File: config.mk
export PLATFORM = sky130hd
export DESIGN_NAME = dscp_port
export DESIGN_NICKNAME = d
export VERILOG_FILES = /design/src/shared/dscp_pkg.sv /design/src/rtl/dscp_fifo.sv /design/src/rtl/dscp_port.sv /design/src/rtl/dscp_sync.sv
export SDC_FILE = /design/constraint.sdc
export NUM_CORES = 1
export LEC_CHECK = 0
export ABC_AREA = 0
export BUFFER_PORTS_ARGS = -buffer_cell sky130_fd_sc_hd__buf_4
export CAP_MARGIN = 10
export CORE_MARGIN = 8
export CORE_UTILIZATION = 40
export CTS_CLUSTER_SIZE = 12
export DETAILED_ROUTE_END_ITERATION = 10
export SLEW_MARGIN = 20
export SYNTH_ARGS = -nofsm -noshare
export SYNTH_HDL_FRONTEND = slang
export SYNTH_HIERARCHICAL = 1
export SYNTH_SLANG_ARGS = --single-unit
export TNS_END_PERCENT = 1
File: constraint.sdc
create_clock -name mclk -period 4.41 [get_ports mclk]
set_input_delay 0.441 -clock mclk [delete_from_list [all_inputs] [get_ports mclk]]
set_output_delay 0.441 -clock mclk [all_outputs]
set_load 0.005 [all_outputs]
File: src/shared/dscp_pkg.sv
package dscp_pkg;
  // frame geometry
  localparam int SHIFT_W = 32;
  localparam int FRAME_W = 24;
  localparam int CMD_W = 4;
  localparam int DATA_W = 16;
  localparam int CMD_POS = 20;
  localparam int DATA_POS = 0;
  // resolution variants: number of ignored low-order bits
  localparam int LOWPAD_16 = 0;
  localparam int LOWPAD_14 = 2;
  localparam int LOWPAD_12 = 4;
  // register values after reset or clear
  localparam logic [15:0] ZERO_CODE = 16'h0000;
  localparam logic [15:0] MID_CODE = 16'h8000;
  localparam logic [31:0] SHIFT_RESET = 32'h0000_0000;
  // fifo of executed commands
  localparam int FIFO_DEPTH = 16;
  localparam int FIFO_W = 20;
  // command codes
  typedef enum logic [3:0] {
    CMD_WRITE = 4'h0,
    CMD_UPDATE = 4'h1,
    CMD_WR_UPD = 4'h3,
    CMD_PWR_DOWN = 4'h4,
    CMD_NOP = 4'hF
  } dscp_cmd_t;
endpackage : dscp_pkg

File: src/rtl/dscp_fifo.sv
module dscp_fifo #(
  parameter int WIDTH = 20,
  parameter int DEPTH = 16
) (
  input wire logic mclk,
  input wire logic rst_b,
  input wire logic in_valid,
  output logic in_ready,
  input wire logic [WIDTH-1:0] in_data,
  output logic out_valid,
  input wire logic out_ready,
  output logic [WIDTH-1:0] out_data
);
  localparam int AW = $clog2(DEPTH);
  logic [WIDTH-1:0] mem [DEPTH];
  logic [AW:0] wr_reg;
  logic [AW:0] wr_next;
  logic [AW:0] rd_reg;
  logic [AW:0] rd_next;
  logic push;
  logic pop;
  logic valid_reg;
  logic valid_next;
  logic [WIDTH-1:0] data_reg;
  logic [WIDTH-1:0] data_next;

  // full when pointers differ only in the wrap bit
  // head word and valid are registered so the outputs come from flops;
  // a push into the slot that becomes the head is forwarded past the memory
  always_comb begin
    in_ready = (wr_reg ^ rd_reg) != {1'b1, {AW{1'b0}}};
    push = in_valid && in_ready;
    pop = valid_reg && out_ready;
    wr_next = wr_reg + (AW + 1)'(push);
    rd_next = rd_reg + (AW + 1)'(pop);
    valid_next = wr_next != rd_next;
    data_next = mem[rd_next[AW-1:0]];
    if (push && wr_reg[AW-1:0] == rd_next[AW-1:0]) begin
      data_next = in_data;
    end
  end

  assign out_valid = valid_reg;
  assign out_data = data_reg;

  always_ff @(posedge mclk or negedge rst_b) begin
    if (!rst_b) begin
      wr_reg <= '0;
      rd_reg <= '0;
      valid_reg <= 1'b0;
      data_reg <= '0;
    end else begin
      wr_reg <= wr_next;
      rd_reg <= rd_next;
      valid_reg <= valid_next;
      data_reg <= data_next;
    end
  end

  // storage has no reset; a stale slot can load data_reg, but only while out_valid is low
  always_ff @(posedge mclk) begin
    if (push) begin
      mem[wr_reg[AW-1:0]] <= in_data;
    end
  end
endmodule : dscp_fifo

File: src/rtl/dscp_port.sv
// What this block does
// - shift register works only while select_load_n is low; clock ignored otherwise
// - serial_in sampled on each rising shift clock edge while selected
// - frame is command, four ignored bits, 16-bit data, MSB first
// - data field holds code MSB first, low bits ignored per variant
// - frames of 24 or 32 bits accepted; 32-bit has 8 leading pad bits
// - select_load_n rising ends shifting and executes last 24-bit frame
// - codes 0 write, 1 update, 3 write+update, 4 power down, F nop
// - write loads 16-bit data into input register only
// - update copies input to DAC register and powers up
// - chain_serial_out is last stage, changing on following falling edge
// - chain_serial_out always driven, even while deselected
// - clear low holds both registers at zero in standard variant
// - midscale variant clears registers to midscale code
// - update pin falling while deselected copies input to DAC register
// - update pin falling while selected defers update until select rises
// - update pin low powers up and suppresses power-down commands
// - power-on values are zero, or midscale in midscale variant
// - power-down leaves both registers unchanged, data ignored
// - update pulse ending before select rises powers up but no update
module dscp_port
  import dscp_pkg::*;
#(
  parameter bit MIDSCALE = 1'b0,
  parameter int LOWPAD = dscp_pkg::LOWPAD_16
) (
  input wire logic mclk,
  input wire logic rst_b,
  input wire logic shift_clk,
  input wire logic serial_in,
  input wire logic select_load_n,
  input wire logic async_update_n,
  input wire logic async_clear_n,
  output logic chain_serial_out,
  output logic [15:0] input_code,
  output logic [15:0] dac_code,
  output logic powered_down,
  output logic cmd_valid,
  input wire logic cmd_ready,
  output logic [19:0] cmd_word,
  output logic cmd_overflow
);
  import dscp_pkg::*;

  logic [3:0] pins_sync;
  logic sck_s;
  logic sdi_s;
  logic sel_n_s;
  logic upd_n_s;
  logic sck_d_reg;
  logic sel_d_reg;
  logic upd_d_reg;
  logic [31:0] shift_reg;
  logic [31:0] shift_next;
  logic sdo_reg;
  logic sdo_next;
  logic [15:0] in_reg;
  logic [15:0] in_next;
  logic [15:0] dac_reg;
  logic [15:0] dac_next;
  logic pd_reg;
  logic pd_next;
  logic defer_reg;
  logic defer_next;
  logic ovf_reg;
  logic ovf_next;
  logic clr_m_reg;
  logic clr_reg;
  logic sck_rise;
  logic sck_fall;
  logic sel_rise;
  logic upd_fall;
  logic [3:0] cmd;
  logic [15:0] data;
  logic fifo_in_ready;
  logic [15:0] clear_code;

  // low bits ignored
  // masks the ignored low-order bits of the data field
  function automatic logic [15:0] code_mask(input logic [15:0] d);
    code_mask = d & ~((16'h0001 << LOWPAD) - 16'h0001);
  endfunction : code_mask

  // pins are outside the mclk domain
  dscp_sync u_sync (
    .mclk(mclk),
    .rst_b(rst_b),
    .async_in({shift_clk, serial_in, select_load_n, async_update_n}),
    .sync_out(pins_sync)
  );
  assign sck_s = pins_sync[3];
  assign sdi_s = pins_sync[2];
  assign sel_n_s = pins_sync[1];
  assign upd_n_s = pins_sync[0];

  // clear is level-sensitive; synchronised release keeps it glitch-safe
  always_ff @(posedge mclk or negedge rst_b) begin
    if (!rst_b) begin
      clr_m_reg <= 1'b1;
      clr_reg <= 1'b1;
    end else begin
      clr_m_reg <= ~async_clear_n;
      clr_reg <= clr_m_reg;
    end
  end

  // edge detect on synchronised pins
  // reset values match the idle pin levels so no false edge follows reset
  always_ff @(posedge mclk or negedge rst_b) begin
    if (!rst_b) begin
      sck_d_reg <= 1'b0;
      sel_d_reg <= 1'b1;
      upd_d_reg <= 1'b1;
    end else begin
      sck_d_reg <= sck_s;
      sel_d_reg <= sel_n_s;
      upd_d_reg <= upd_n_s;
    end
  end

  assign sck_rise = sck_s && !sck_d_reg && !sel_n_s;
  assign sck_fall = !sck_s && sck_d_reg && !sel_n_s;
  assign sel_rise = sel_n_s && !sel_d_reg;
  assign upd_fall = !upd_n_s && upd_d_reg;
  assign cmd = shift_reg[CMD_POS +: CMD_W];
  assign data = code_mask(shift_reg[DATA_POS +: DATA_W]);
  assign clear_code = MIDSCALE ? MID_CODE : ZERO_CODE;

  // shift path and chain output
  always_comb begin
    shift_next = shift_reg;
    sdo_next = sdo_reg;
    if (sck_rise) begin
      shift_next = {shift_reg[30:0], sdi_s};
    end
    // last stage out on falling edge
    if (sck_fall) begin
      sdo_next = shift_reg[SHIFT_W-1];
    end
  end

  // command execution and data registers
  always_comb begin
    in_next = in_reg;
    dac_next = dac_reg;
    pd_next = pd_reg;
    defer_next = defer_reg;
    ovf_next = ovf_reg;
    if (upd_fall && sel_n_s == 1'b0) begin
      defer_next = 1'b1;
    end
    if (!upd_n_s) begin
      pd_next = 1'b0;
    end
    if (upd_fall && sel_n_s) begin
      dac_next = in_reg;
    end
    if (sel_rise) begin
      defer_next = 1'b0;
      ovf_next = ovf_reg | !fifo_in_ready;
      case (cmd)
        CMD_WRITE: begin
          in_next = data;
        end
        CMD_UPDATE: begin
          dac_next = in_reg;
          pd_next = 1'b0;
        end
        CMD_WR_UPD: begin
          in_next = data;
          dac_next = data;
          pd_next = 1'b0;
        end
        CMD_PWR_DOWN: begin
          // suppressed while update low; registers kept
          pd_next = upd_n_s;
        end
        default: begin
        end
      endcase
      // pin still low when select rose: deferred update
      if (defer_reg && !upd_n_s) begin
        dac_next = (cmd == CMD_WRITE || cmd == CMD_WR_UPD) ? data : in_reg;
        pd_next = 1'b0;
      end
    end
  end

  always_ff @(posedge mclk or negedge rst_b) begin
    if (!rst_b) begin
      shift_reg <= SHIFT_RESET;
      sdo_reg <= 1'b0;
      in_reg <= MIDSCALE ? MID_CODE : ZERO_CODE;
      dac_reg <= MIDSCALE ? MID_CODE : ZERO_CODE;
      pd_reg <= 1'b0;
      defer_reg <= 1'b0;
      ovf_reg <= 1'b0;
    end else if (clr_reg) begin
      shift_reg <= SHIFT_RESET;
      sdo_reg <= 1'b0;
      in_reg <= clear_code;
      dac_reg <= clear_code;
      pd_reg <= pd_reg;
      defer_reg <= 1'b0;
      ovf_reg <= ovf_reg;
    end else begin
      shift_reg <= shift_next;
      sdo_reg <= sdo_next;
      in_reg <= in_next;
      dac_reg <= dac_next;
      pd_reg <= pd_next;
      defer_reg <= defer_next;
      ovf_reg <= ovf_next;
    end
  end

  // executed frames logged; a stalled reader sets the sticky overflow flag
  dscp_fifo #(
    .WIDTH(FIFO_W),
    .DEPTH(FIFO_DEPTH)
  ) u_fifo (
    .mclk(mclk),
    .rst_b(rst_b),
    .in_valid(sel_rise && !clr_reg),
    .in_ready(fifo_in_ready),
    .in_data({cmd, data}),
    .out_valid(cmd_valid),
    .out_ready(cmd_ready),
    .out_data(cmd_word)
  );

  assign chain_serial_out = sdo_reg;
  assign input_code = in_reg;
  assign dac_code = dac_reg;
  assign powered_down = pd_reg;
  assign cmd_overflow = ovf_reg;

  // checks
  wr_keeps_dac_a: assert property (@(posedge mclk) disable iff (!rst_b)
    (sel_rise && cmd == CMD_WRITE && !clr_reg && !defer_reg && !upd_fall) |=> (dac_reg == $past(dac_reg)))
    else $error("write changed dac register");
  wr_loads_in_a: assert property (@(posedge mclk) disable iff (!rst_b)
    (sel_rise && cmd == CMD_WRITE && !clr_reg) |=> (in_reg == $past(data)))
    else $error("write did not load input register");
  upd_copy_a: assert property (@(posedge mclk) disable iff (!rst_b)
    (sel_rise && cmd == CMD_UPDATE && !clr_reg) |=> (dac_reg == $past(in_reg) && !pd_reg))
    else $error("update failed");
  pd_keep_a: assert property (@(posedge mclk) disable iff (!rst_b)
    (sel_rise && cmd == CMD_PWR_DOWN && upd_n_s && !clr_reg && !defer_reg)
    |=> (pd_reg && in_reg == $past(in_reg) && dac_reg == $past(dac_reg)))
    else $error("power down disturbed registers");
  pd_block_a: assert property (@(posedge mclk) disable iff (!rst_b)
    (!upd_n_s && !clr_reg) |=> !pd_reg)
    else $error("powered down while update pin low");
  clr_val_a: assert property (@(posedge mclk) disable iff (!rst_b)
    clr_reg |=> (in_reg == clear_code && dac_reg == clear_code))
    else $error("clear value wrong");
  sck_ignore_a: assert property (@(posedge mclk) disable iff (!rst_b)
    (sel_n_s && !clr_reg) |=> (shift_reg == $past(shift_reg)))
    else $error("shifted while deselected");
  sdo_stage_a: assert property (@(posedge mclk) disable iff (!rst_b)
    (sck_fall && !clr_reg) |=> (chain_serial_out == $past(shift_reg[31])))
    else $error("chain output not last stage");
  async_upd_a: assert property (@(posedge mclk) disable iff (!rst_b)
    (upd_fall && sel_n_s && !clr_reg && !sel_rise) |=> (dac_reg == $past(in_reg)))
    else $error("async update missed");
  shift_in_a: assert property (@(posedge mclk) disable iff (!rst_b)
    (sck_rise && !clr_reg) |=> (shift_reg == {$past(shift_reg[30:0]), $past(sdi_s)}))
    else $error("serial input not shifted in");
  nop_keep_a: assert property (@(posedge mclk) disable iff (!rst_b)
    (sel_rise && cmd == CMD_NOP && upd_n_s && !clr_reg)
    |=> (in_reg == $past(in_reg) && dac_reg == $past(dac_reg) && pd_reg == $past(pd_reg)))
    else $error("no operation changed registers");
  // deferred and pulsed update paths
  defer_set_a: assert property (@(posedge mclk) disable iff (!rst_b)
    (upd_fall && !sel_n_s && !clr_reg) |=> defer_reg)
    else $error("update while selected not deferred");
  defer_upd_a: assert property (@(posedge mclk) disable iff (!rst_b)
    (sel_rise && defer_reg && !upd_n_s && !clr_reg && cmd != CMD_WRITE && cmd != CMD_WR_UPD)
    |=> (dac_reg == $past(in_reg) && !pd_reg))
    else $error("deferred update missed");
  pulse_skip_a: assert property (@(posedge mclk) disable iff (!rst_b)
    (sel_rise && defer_reg && upd_n_s && !clr_reg && cmd == CMD_WRITE) |=> (dac_reg == $past(dac_reg) && !pd_reg))
    else $error("ended update pulse changed dac register");
  cv_write_c: cover property (@(posedge mclk) disable iff (!rst_b) sel_rise && cmd == CMD_WRITE);
  cv_wrupd_c: cover property (@(posedge mclk) disable iff (!rst_b) sel_rise && cmd == CMD_WR_UPD);
  cv_pd_c: cover property (@(posedge mclk) disable iff (!rst_b) sel_rise && cmd == CMD_PWR_DOWN);
  cv_defer_c: cover property (@(posedge mclk) disable iff (!rst_b) sel_rise && defer_reg);
  cv_pinupd_c: cover property (@(posedge mclk) disable iff (!rst_b) upd_fall && sel_n_s);
endmodule : dscp_port

File: src/rtl/dscp_sync.sv
module dscp_sync (
  input wire logic mclk,
  input wire logic rst_b,
  input wire logic [3:0] async_in,
  output logic [3:0] sync_out
);
  logic [3:0] meta_reg;
  logic [3:0] meta_next;
  logic [3:0] sync_reg;
  logic [3:0] sync_next;

  // first stage is read only by the second stage
  always_comb begin
    meta_next = async_in;
    sync_next = meta_reg;
  end

  always_ff @(posedge mclk or negedge rst_b) begin
    // idle pin levels: shift clock parked low, the rest high, so reset makes no edge
    if (!rst_b) begin
      meta_reg <= 4'h7;
      sync_reg <= 4'h7;
    end else begin
      meta_reg <= meta_next;
      sync_reg <= sync_next;
    end
  end

  assign sync_out = sync_reg;
endmodule : dscp_sync

== Word-level counts from Yosys, hierarchy flattened ==
Memory sizes are Yosys's and may differ from the RTL's. A register that Yosys moved wholly into a read port is not among the register bits.
Index checks and enable logic that the tools add are counted.
Word-level totals
  bits of input ports: 8
  logic and storage cells: 83
  memories kept: 1
  flip-flop bits (word level): 92
  output and inout bits: 56
  RAM bits: 320
Operators by class
  add/sub/neg operators: 2
  reductions and logical operators: 31
  eq/ne operators: 5
  bitwise operators: 5
  multiplexer cells: 22
Memories
  u_fifo.mem: words 16, width 20, rd ports 1, clocked after Yosys merged registers in 1, write ports 1, RTL line dscp_fifo.sv:15  | logic [WIDTH-1:0] mem [DEPTH];
Operator list (count)
  16-bit two-way mux: 8
  32-bit two-way mux: 2
  16-bit one-hot mux with 2 select lines: 1
  1-bit logical AND: 12
  5-bit by 1-bit adder with 5-bit output: 2
  1-bit two-way mux: 10
  1-bit logical NOT: 8
  2-bit nonzero test: 4
  5-bit inequality test: 1
  5-bit inequality test, second input constant: 1
  5-bit XOR: 1
  4-bit by 1-bit equality test with 1-bit output, second input constant: 1
  4-bit by 2-bit equality test with 1-bit output, second input constant: 1
  4-bit by 3-bit equality test with 1-bit output, second input constant: 1
  4-bit logical NOT: 1
  2-bit AND reduction: 2
  2-bit OR reduction: 2
  1-bit inverter: 3
  3-bit nonzero test: 1
  1-bit one-hot mux with 2 select lines: 1
  1-bit logical OR: 1
  1-bit OR: 1

== Logic depth before layout (Yosys ltp) ==
Gate-level depths: netlist of run 1.
  word-level depth: 8
  mapped depth: 10
  gate-level depth less buffers: 9

== By module ==
Netlist of run 1, hierarchy kept.
Modules (own cells, without submodules)
  dscp_fifo: area an instance 13724.4 um2, times used 1, cells each 648, seq. area each 10385.0 um2
  dscp_port: area an instance 3315.7 um2, times used 1, cells each 305, seq. area each 1831.8 um2
  dscp_sync: area an instance 207.7 um2, times used 1, cells each 8, seq. area each 207.7 um2

== Least setup slack after synthesis of run 1 ==
No wires, ideal clock.
  path type: reg-to-reg
  start: reg u_sync.sync_reg[1] (netlist: u_sync/sync_out[1])
  end: mem u_fifo.mem[0][0], enable pin
  library setup time: 0.422 ns
  cell stages (with the launch flop): 6
  slack: 1.120 ns
  data required time: 3.988 ns
  data arrival time: 2.868 ns
  path buffers: 0
  period minus slack after synthesis: 3.290 ns
  path through: dfstp_2 nand2b_1 nor2_1 a21boi_2 or3b_1 nor3_1
On the way
  cells in the longest elaborated chain, start to end: 5
Ends and longest elaborated chain
  from (decl): RTL line dscp_sync.sv:9  | logic [3:0] sync_reg;
  from (signal assigned): RTL line dscp_sync.sv:25  | sync_reg <= sync_next;
  1-bit logical AND: RTL line dscp_port.sv:123  | assign sel_rise = sel_n_s && !sel_d_reg;
  1-bit logical AND: RTL line dscp_port.sv:224  | .in_valid(sel_rise && !clr_reg),
  1-bit logical AND: RTL line dscp_fifo.sv:32  | push = in_valid && in_ready;
  1-bit two-way mux: RTL line dscp_fifo.sv:62  | if (push) begin
  1-bit two-way mux (not written as such): RTL line dscp_fifo.sv:63  | mem[wr_reg[AW-1:0]] <= in_data;
  to (decl): RTL line dscp_fifo.sv:15
No other way between the ends.

== Worst setup path in the final report of run 1 ==
  start: reg u_sync.sync_reg[1] (netlist: u_sync/sync_out[1])
  end: mem u_fifo.mem[12][3], enable pin
Same word-level chain as after synthesis.

==> metrics.txt, run 1 <==
Worst EP arrival=3180 ps; layout cells sized above 1=around 30%; Seq/Total Area, Yosys=72.0%; GP Congestion=slightly above 0.7; most common cell after layout, fill and taps aside=edfxtp_1; CP Depth=6; R2R cell count=6; GR Overflow Total=0; Post-Synthesis Mean Instance Area=17.9 um^2; power share of the clock group=slightly below 30%; Syn. warnings=6; effective utilization at floorplan=40.3%; min Tclk post-route=2930 ps; Clk Latency, worst-skew pair=560 ps; Hold Path Class=reg2reg; Clock Tree Buf Depth=3; area of the mapped netlist=~17,000 um^2; internal power=8270 uW; EDFF count, synth=320; core area=42,800 um^2; post-synthesis cell count=961; CTS Buf Count=45; Post-synth top flop=edfxtp_1; final hold vios=0; max reg flops=320; # diodes=0; per-cell routed wire length=24.3 um; RSZ-0062 raised after global routing=false; maximum clock rate=around 340 MHz; Via Count=9,045; Cells after DPL=1,542; filler-free cell count of the finished design=1,631; die height=224 um; switching share of power=30.1%; count of cell types in the netlist=55; crit-path leading delay family=simple AND/OR/NAND/NOR gates; asr flop ratio synth=25.9%; Hold Path Depth=0; clk_skew=18.1 ps; Global Route Usage Sum=15.8%; Root Buffer=clkbuf_16; number of synthesized register bits=432; crit path launch type=flop; PD cells=596 nW/um^2; CP Cell Sequence=nand2b_1 -> nor2_1 -> a21boi_2 -> or3b_1 -> nor2_2 -> buf_12; Rel. slew slack=roughly 27%; most frequent cells in the layout=edfxtp_1, nand2_1, dfrtp_1, buf_4, mux4_2; Routed Wire Length=39,600 um; NetSw=between 3000 and 4000 uW; critical path's slowest cell=dfstp_2; final worst path period share=roughly two thirds; Max Cap Viol=0; sequential power share=40.2%; first-pass GRT wire length=60,200 um; count of final setup violators=0; die span in x=~220 um; Iter 0 DRT Violations=667; die area=50,000 um^2; Top Ports=64; CTS clk-pin slew, worst paths=60 ps; largest net degree at the start of global routing=between 50 and 60; # rows=76; sum of negative setup slack=0 ps; CP max stage delay=590 ps; htree depth=2; CTS sink cnt=432; Required @ worst endpoint=4650 ps; Syn Nets=973; First-pass DRT Iterations=5; vias in the first global route=9,554; CTS tree=done; drt drc=0; Lkg Pwr=0.00687 uW; status=finished, final reports clean; final net count=1,062; area grow syn2layout=15.1%; via/cell ratio=between 5 and 6; Crit path buffers/inverters=1; crit path kind=reg2reg; Comb power frac=30.2%; CP max FO=14; Post-CTS Resized=0; element type at the critical path end=flop; hpwl dp=22,300 um; PortBufs=63; Final ANT Viol Nets=0; worst vdd ir=0.000401 V; Slew @ Worst Pin=1090 ps; count of pins over their slew limit=0; antenna violations before repair=0
[stage by stage]
stage          area, um^2  hold slack (ps)  power [uW]  utilization, %  setup WS, ps
6_report            19900              347       11800            46.4          1480
5_1_grt             19900              355       12400            46.4          1290
4_1_cts             19800              348       12000            46.4          1410
3_5_place_dp        18400              335        8490            43.0          1300
3_3_place_gp        18400              336        8460            43.0          1320
2_1_floorplan       17200              145        7430               -          1120
[metal layers]
layer / share of wire, % / track usage [%]
met1: 45 / 22.2
met4: 1.9 / 3.95
met2: 47 / 24.9
met5: 0 / 0
met3: 6.8 / 3.19
[power groups by stage]
stage	registers [uW]	clock network [uW]	logic, uW
after CTS	4760	3580	3670
after detailed placement	4840	0	3650
after floorplan	4750	0	2690
final	4750	3510	3570
after global placement	4840	0	3620
after global routing	4780	3740	3880
[cell families (layout without fill, tap and decap cells)]
logic type,after synthesis,count (layout),share of synthesized area [%]
AND/OR/NAND/NOR,189,189,5.11
adder cells (fa/ha/maj),4,4,0.290
buffers and inverters,65,189,2.29
flip-flops,432,432,72.0
AO/OA/AOI/OAI,135,135,6.29
multiplexers,117,117,12.9
XOR/XNOR,19,19,1.05
[timing repair]
action	in CTS	in global routing
setup endpoints to repair	0	0
hold endpoints to repair	39	0
hold buffers	6	0
buffers inserted	0	0
[layout make-up]
type,instances,area [um^2]
Clock inverter,12,83.8
Fill cell,3632,22900
Sequential cell,432,12400
Tap cell,546,683
Multi-Input combinational cell,464,4530
Clock buffer,70,1270
Inverter,4,15.0
Timing Repair Buffer,103,846
[synthesized netlist by cell type, types with 3 or more instances]
cell,number,area share (%)
ha_1,4,0.29
mux2_2,14,0.91
buf_2,14,0.41
nor2_1,17,0.37
mux4_2,77,10
buf_6,8,0.52
a211oi_2,14,1.0
a22o_1,18,0.91
nand2_1,111,2.4
nor3_1,10,0.29
a31oi_1,20,0.73
nand2b_1,5,0.18
mux2i_1,17,0.99
nor3b_1,3,0.13
buf_1,3,0.065
nand3_1,6,0.17
nand3b_1,3,0.13
a221oi_1,4,0.20
clkbuf_1,20,0.44
mux4_1,3,0.46
mux2_4,6,0.52
xor2_1,8,0.41
inv_1,3,0.065
and2_4,3,0.15
xnor2_1,9,0.46
and2_1,20,0.73
a211oi_1,6,0.26
o22ai_1,14,0.51
edfxtp_1,320,56
nor2b_1,3,0.11
buf_4,14,0.61
o21ai_0,4,0.12
dfstp_2,10,1.5
a221oi_2,12,1.0
a21oi_1,33,0.96
dfrtp_1,102,15
[worst paths after layout]
kind                                     from                  to  slack, ps
max in group asynchronous               rst_b    u_fifo/wr_reg[4]       2940
min                        u_sync/meta_reg[3]  u_sync/sync_out[3]        350
max reg2reg                u_sync/sync_out[1]   u_fifo/mem[12][3]       1480
max                        u_sync/sync_out[1]   u_fifo/mem[12][3]       1480
min in group asynchronous               rst_b         dac_code[5]        440
min reg2reg                u_sync/meta_reg[3]  u_sync/sync_out[3]        350
(Power assumes the default switching activity.)
==> run 2: changes to the inputs <==
==> constraint.sdc (replaced) <==
create_clock -name mclk -period 2.8 [get_ports mclk]
set_input_delay 0.28 -clock mclk [delete_from_list [all_inputs] [get_ports mclk]]
set_output_delay 0.28 -clock mclk [all_outputs]
set_load 0.005 [all_outputs]
==> run 2 against run 1 <==
Global-route usage up 0.22 points. Die area unchanged. Wire length down 0.74%. Power up 65%. Core utilization up 1.2 points. Sequential power up 56%. Worst hold slack worse by 34 ps. Count of clock-buffer cells in the layout up 2. Non-clock buffer count up 27. Design area up 2.5%. Highest routed layer is now met5.
==> metrics.txt, run 2 (synthesis gave the netlist of run 1 again) <==
GR Overflow Total=0 (unchanged); die height=224 um (unchanged); clk_skew=21.7 ps (was 18.1 ps); Top Ports=64 (unchanged); core area=42,800 um^2 (unchanged); most frequent cells in the layout=edfxtp_1, nand2_1, buf_4, dfrtp_1, mux4_2 (was edfxtp_1, nand2_1, dfrtp_1, buf_4, mux4_2); placed standard-cell area=18,800 um^2 (was 18,400 um^2); final worst path period share=93.7% (was 66.5%); CTS clk-pin slew, worst paths=60 ps (about the same); most common cell after layout, fill and taps aside=edfxtp_1 (unchanged); PortBufs=63 (unchanged); die span in x=224 um (unchanged); # rows=76 (unchanged); count of pins over their slew limit=0 (unchanged); worst vdd ir=0.000576 V (was 0.000401 V); Slew @ Worst Pin=965 ps (was 1090 ps); Iter 0 DRT Violations=674 (was 667); largest net degree at the start of global routing=113 (was 54); Post-CTS Setup Bufs=0 (unchanged); per-cell routed wire length=23.7 um (was 24.3 um); Required @ worst endpoint=3250 ps (was 4650 ps); first-pass GRT wire length=61,200 um (was 60,200 um); element type at the critical path end=flop (unchanged); RSZ-0062 raised after global routing=false (unchanged); hpwl dp=23,400 um (was 22,300 um); Finished Cell Area=20,400 um^2 (was 19,900 um^2); layout cells sized above 1=31.8% (was 29.9%); First-pass DRT Iterations=4 (was 5); count of final setup violators=0 (unchanged); CTS Buf Count=46 (was 45); final net count=1,090 (was 1,062); maximum clock rate=381 MHz (was 341 MHz); CP max FO=28 (was 14); Max Cap Viol=0 (unchanged); crit path kind=reg2reg (unchanged); drt drc=0 (unchanged); sum of negative setup slack=0 ps (unchanged); status=finished, final reports clean (unchanged); GP Congestion=0.743 (was 0.717); Global Route Usage Sum=16.0% (was 15.8%); Via Count=9,137 (was 9,045); Final ANT Viol Nets=0 (unchanged); final hold vios=0 (unchanged); max reg flops=320 (unchanged); htree depth=2 (unchanged); Clk Latency, worst-skew pair=570 ps (was 560 ps); effective utilization at floorplan=40.3% (unchanged); Routed Wire Length=39,300 um (was 39,600 um); CTS tree=done (unchanged); Clock Tree Buf Depth=3 (unchanged); via/cell ratio=5.50 (was 5.55); vias in the first global route=9,818 (was 9,554); min Tclk post-route=2620 ps (was 2930 ps); Worst EP arrival=3070 ps (was 3180 ps); die area=50,000 um^2 (unchanged); Rel. slew slack=35.7% (was 27.2%); # diodes=0 (unchanged); Lkg Pwr=0.00711 uW (was 0.00687 uW); crit path launch type=flop (unchanged); antenna violations before repair=2 (was 0); fillers=3,633 (was 3,632); Hold Path Class=in2reg (was reg2reg); CTS sink cnt=432 (unchanged); area grow syn2layout=18.0% (was 15.1%); Root Buffer=clkbuf_16 (unchanged); PD cells=957 nW/um^2 (was 596 nW/um^2)
-- run 2: cell count changes in the layout (fill, tap and decap cells not counted), moves of 2 or more --
cell,delta
clkinv_2,-5
clkbuf_8,+3
buf_12,+11
bufinv_16,+4
clkbuf_1,-2
buf_4,+17
-- run 2: timing repair --
item / 4_1_cts / 5_1_grt
resized for setup: 0 / 0
endpoints found under the hold margin: 107 / 0
hold buffers: 6 / 0
-- run 2: worst paths after layout --
path	from	cells past startpoint	to	slack, ps
setup / recovery	u_fifo/out_valid	8	u_fifo/out_data[1]	180
hold / removal	cmd_ready	4	u_fifo/rd_reg[1]	310
setup reg to reg	u_fifo/out_valid	8	u_fifo/out_data[1]	180
hold reg to reg	u_sync/meta_reg[1]	0	u_sync/sync_out[1]	350
max in group asynchronous	rst_b	3	u_fifo/wr_reg[4]	1910
min in group asynchronous	rst_b	3	input_code[7]	330
-- run 2: per-stage QoR --
stage | std cells | util [%] | setup WS, ps | hold slack, ps | total power (uW)
3_5_place_dp | 1570 | 43.9 | 151 | 336 | 13700
6_report | 1661 | 47.6 | 177 | 313 | 19500
3_3_place_gp | 1570 | 43.9 | 131 | 335 | 13600
5_1_grt | 1661 | 47.6 | 65.0 | 313 | 20400
4_1_cts | 1661 | 47.6 | 152 | 285 | 19800
2_1_floorplan | 961 | - | -233 | -15.6 | 11700
-- run 2: cell type report --
cell class | count | area, um^2 | share of cell area, %
clock inverters | 13 | 186 | 0.916
repair buffers | 130 | 1180 | 5.79
clock buffers | 72 | 1330 | 6.54
well taps | 546 | 683 | 3.36
multi-input cells | 464 | 4530 | 22.3
inverters | 4 | 15.0 | 0.0738
flip-flops and latches | 432 | 12400 | 61.1
-- run 2: critical path: stages (launching register included) --
cell	delay, ps
dfrtp_1	370
and2_1	180
ha_4	310
buf_12	240
mux4_1	590
and2_1	180
a211oi_1	270
a31oi_1	70
mux2_2	280
-- run 2: routing by layer --
metal	global-route usage, %	share of wire [%]	vias up
met4	3.93	1.7	2
met2	26.0	48	240
li1	-	-	4008
met1	21.8	45	4838
met3	3.40	5.2	49
met5	0	0.028	-
-- run 2: power by group --
part | leakage, uW | internal [uW] | switching, uW | total (uW)
logic | 0.00216 | 2900 | 3070 | 5980
registers | 0.00422 | 7210 | 221 | 7430
clock network | 0.000732 | 3640 | 2430 | 6070
==> run 3: changes to the inputs <==
--- a/config.mk
+++ b/config.mk
@@ -12,6 +12,7 @@
 export CORE_UTILIZATION = 40
 export CTS_CLUSTER_SIZE = 12
 export DETAILED_ROUTE_END_ITERATION = 10
+export REMOVE_ABC_BUFFERS = 1
 export SLEW_MARGIN = 20
 export SYNTH_ARGS = -nofsm -noshare
 export SYNTH_HDL_FRONTEND = slang
==> run 3 against run 2 <==
Setup slack improved by 11 ps. Non-clock buffer count rose by 11. Via count barely moved. Power fell by 0.49%. Clock power fell by 3%. Critical path depth did not move. Clock skew fell by 11 ps. Register-to-register slack barely moved. Combinational power rose by 2%. Largest cell class unchanged. Largest power group unchanged.
==> metrics.txt, run 3 (synthesis gave the netlist of run 1 again) <==
status=finished, final reports clean (unchanged); first-pass GRT wire length=60,200 um (was 61,200 um); per-cell routed wire length=23.5 um (was 23.7 um); worst r2r src=u_fifo/out_valid (unchanged); area grow syn2layout=17.8% (was 18.0%); effective utilization at floorplan=40.3% (unchanged); most common cell after layout, fill and taps aside=edfxtp_1 (unchanged); core area=42,800 um^2 (unchanged); count of final setup violators=0 (unchanged); crit path launch type=flop (unchanged); die area=50,000 um^2 (unchanged); CTS clk-pin slew, worst paths=60 ps (about the same); clk_skew=10.6 ps (was 21.7 ps); Worst EP arrival=3030 ps (was 3070 ps); worst vdd ir=0.000653 V (was 0.000576 V); placed standard-cell area=18,800 um^2 (about the same); critical path's slowest cell=mux4_2 (was mux4_1); GP Congestion=0.752 (was 0.743); PD cells=954 nW/um^2 (was 957 nW/um^2); die span in x=224 um (unchanged); layout cells sized above 1=32.1% (was 31.8%); Worst R2R Setup Slack=190 ps (was 180 ps); area of the multi-input gates=4530 um^2 (about the same); min Tclk post-route=2610 ps (was 2620 ps); htree depth=2 (unchanged); most frequent cells in the layout=edfxtp_1, buf_4, nand2_1, dfrtp_1, mux4_2 (was edfxtp_1, nand2_1, buf_4, dfrtp_1, mux4_2); Rel. slew slack=43.7% (was 35.7%); Slew @ Worst Pin=845 ps (was 965 ps); switching share of power=29.1% (was 29.4%); register area=12,400 um^2 (unchanged); CP max stage delay=520 ps (was 590 ps); element type at the critical path end=flop (unchanged); setup ws final=188 ps (was 177 ps); Clk Latency, worst-skew pair=550 ps (was 570 ps); Iter 0 DRT Violations=678 (was 674); start point of the critical path=u_fifo/out_valid (unchanged); NetSw=5630 uW (was 5720 uW); RR Endpoint=u_fifo/out_data[10] (was u_fifo/out_data[1]); CTS Buf Count=45 (was 46); overall power=19,400 uW (was 19,500 uW); fillers=3,590 (was 3,633); Required @ worst endpoint=3220 ps (was 3250 ps); Via Count=9,132 (was 9,137); power share of the clock group=30.3% (was 31.2%); CP Cell Sequence=and2_1 -> ha_4 -> buf_12 -> buf_12 -> mux4_2 -> a211oi_2 -> a31oi_1 -> mux2_2 (was and2_1 -> ha_4 -> buf_12 -> mux4_1 -> and2_1 -> a211oi_1 -> a31oi_1 -> mux2_2); largest net degree at the start of global routing=54 (was 113); Global Route Usage Sum=15.8% (was 16.0%); vias in the first global route=9,484 (was 9,818); die height=224 um (unchanged); count of pins over their slew limit=0 (unchanged); max reg flops=320 (unchanged); R2R cell count=8 (unchanged); CP max FO=18 (was 28); Finished Cell Area=20,300 um^2 (was 20,400 um^2); Hold Path Class=in2async (was in2reg); CTS tree=done (unchanged); final net count=1,100 (was 1,090); sequential power share=38.3% (was 38.1%); Setup crit end=u_fifo/out_data[10] (was u_fifo/out_data[1]); Top Ports=64 (unchanged); drt drc=0 (unchanged); Comb power frac=31.4% (was 30.7%); Post-CTS Resized=0 (unchanged); Lkg Pwr=0.00712 uW (was 0.00711 uW); CTS sink cnt=432 (unchanged); cell mode on critical path=buf_12 (was and2_1); dpl ws=169 ps (was 151 ps); sum of negative setup slack=0 ps (unchanged); Final ANT Viol Nets=0 (unchanged); Root Buffer=clkbuf_16 (unchanged); final hold vios=0 (unchanged); Max Cap Viol=0 (unchanged); First-pass DRT Iterations=5 (was 4); internal power=13,700 uW (about the same); final worst path period share=93.3% (was 93.7%); hpwl dp=23,600 um (was 23,400 um); RSZ-0062 raised after global routing=false (unchanged); # rows=76 (unchanged); GR Overflow Total=0 (unchanged); PortBufs=63 (unchanged); crit path kind=reg2reg (unchanged); antenna violations before repair=0 (was 2); Routed Wire Length=39,300 um (about the same); via/cell ratio=5.46 (was 5.50); maximum clock rate=383 MHz (was 381 MHz); Clock Tree Buf Depth=3 (unchanged)
## run 3: routing by layer
metal / GRT usage [%] / vias up / share of wire [%]
met2: 25.3 / 229 / 47
met1: 22.2 / 4828 / 45
met3: 2.68 / 48 / 5.5
li1: - / 4027 / -
met4: 4.31 / 0 / 2.0
met5: 0 / - / 0
## run 3: worst max-delay path: cells and delay by family, from the launching register on
kind	cells	cell delay (ps)
AO/OA/AOI/OAI	2	300
adder cells (fa/ha/maj)	1	400
buffers and inverters	2	420
AND/OR/NAND/NOR	1	190
multiplexers	2	800
flip-flops	1	370
## run 3: worst min path at each step
stage / endpoint / cells after the start
6_report: shift_reg[4] / 2
5_1_grt: shift_reg[4] / 2
4_1_cts: dac_code[5] / 2
3_5_place_dp: dac_code[5] / 1
3_3_place_gp: shift_reg[4] / 1
2_1_floorplan: chain_serial_out / 0
## run 3: per-stage QoR
step           std cells  hold slack, ps  util [%]
3_5_place_dp        1581             335      43.9
6_report            1671             284      47.5
4_1_cts             1670             282      47.5
3_3_place_gp        1581             333      43.9
2_1_floorplan        900           -15.6         -
5_1_grt             1670             322      47.5
## run 3: cell type report
| class | count | share of cell area, % |
|---|---|---|
| flip-flops and latches | 432 | 61.2 |
| repair buffers | 141 | 5.96 |
| diodes | 1 | 0.0123 |
| clock buffers | 72 | 6.50 |
| multi-input cells | 464 | 22.3 |
| clock inverters | 11 | 0.634 |
| inverters | 4 | 0.0739 |
| well taps | 546 | 3.36 |
## run 3: power groups by stage
stage	clock [uW]	sequential [uW]	combinational, uW
final	5870	7420	6090
after global routing	6250	7450	6570
after CTS	6010	7420	6220
after detailed placement	0	7550	6180
after global placement	0	7550	6170
after floorplan	0	7520	3440
## run 3: what timing repair did
action,CTS,global route
endpoints found under the hold margin,44,0
buffers inserted,0,0
endpoints found under the setup margin,0,0
hold buffers,6,0
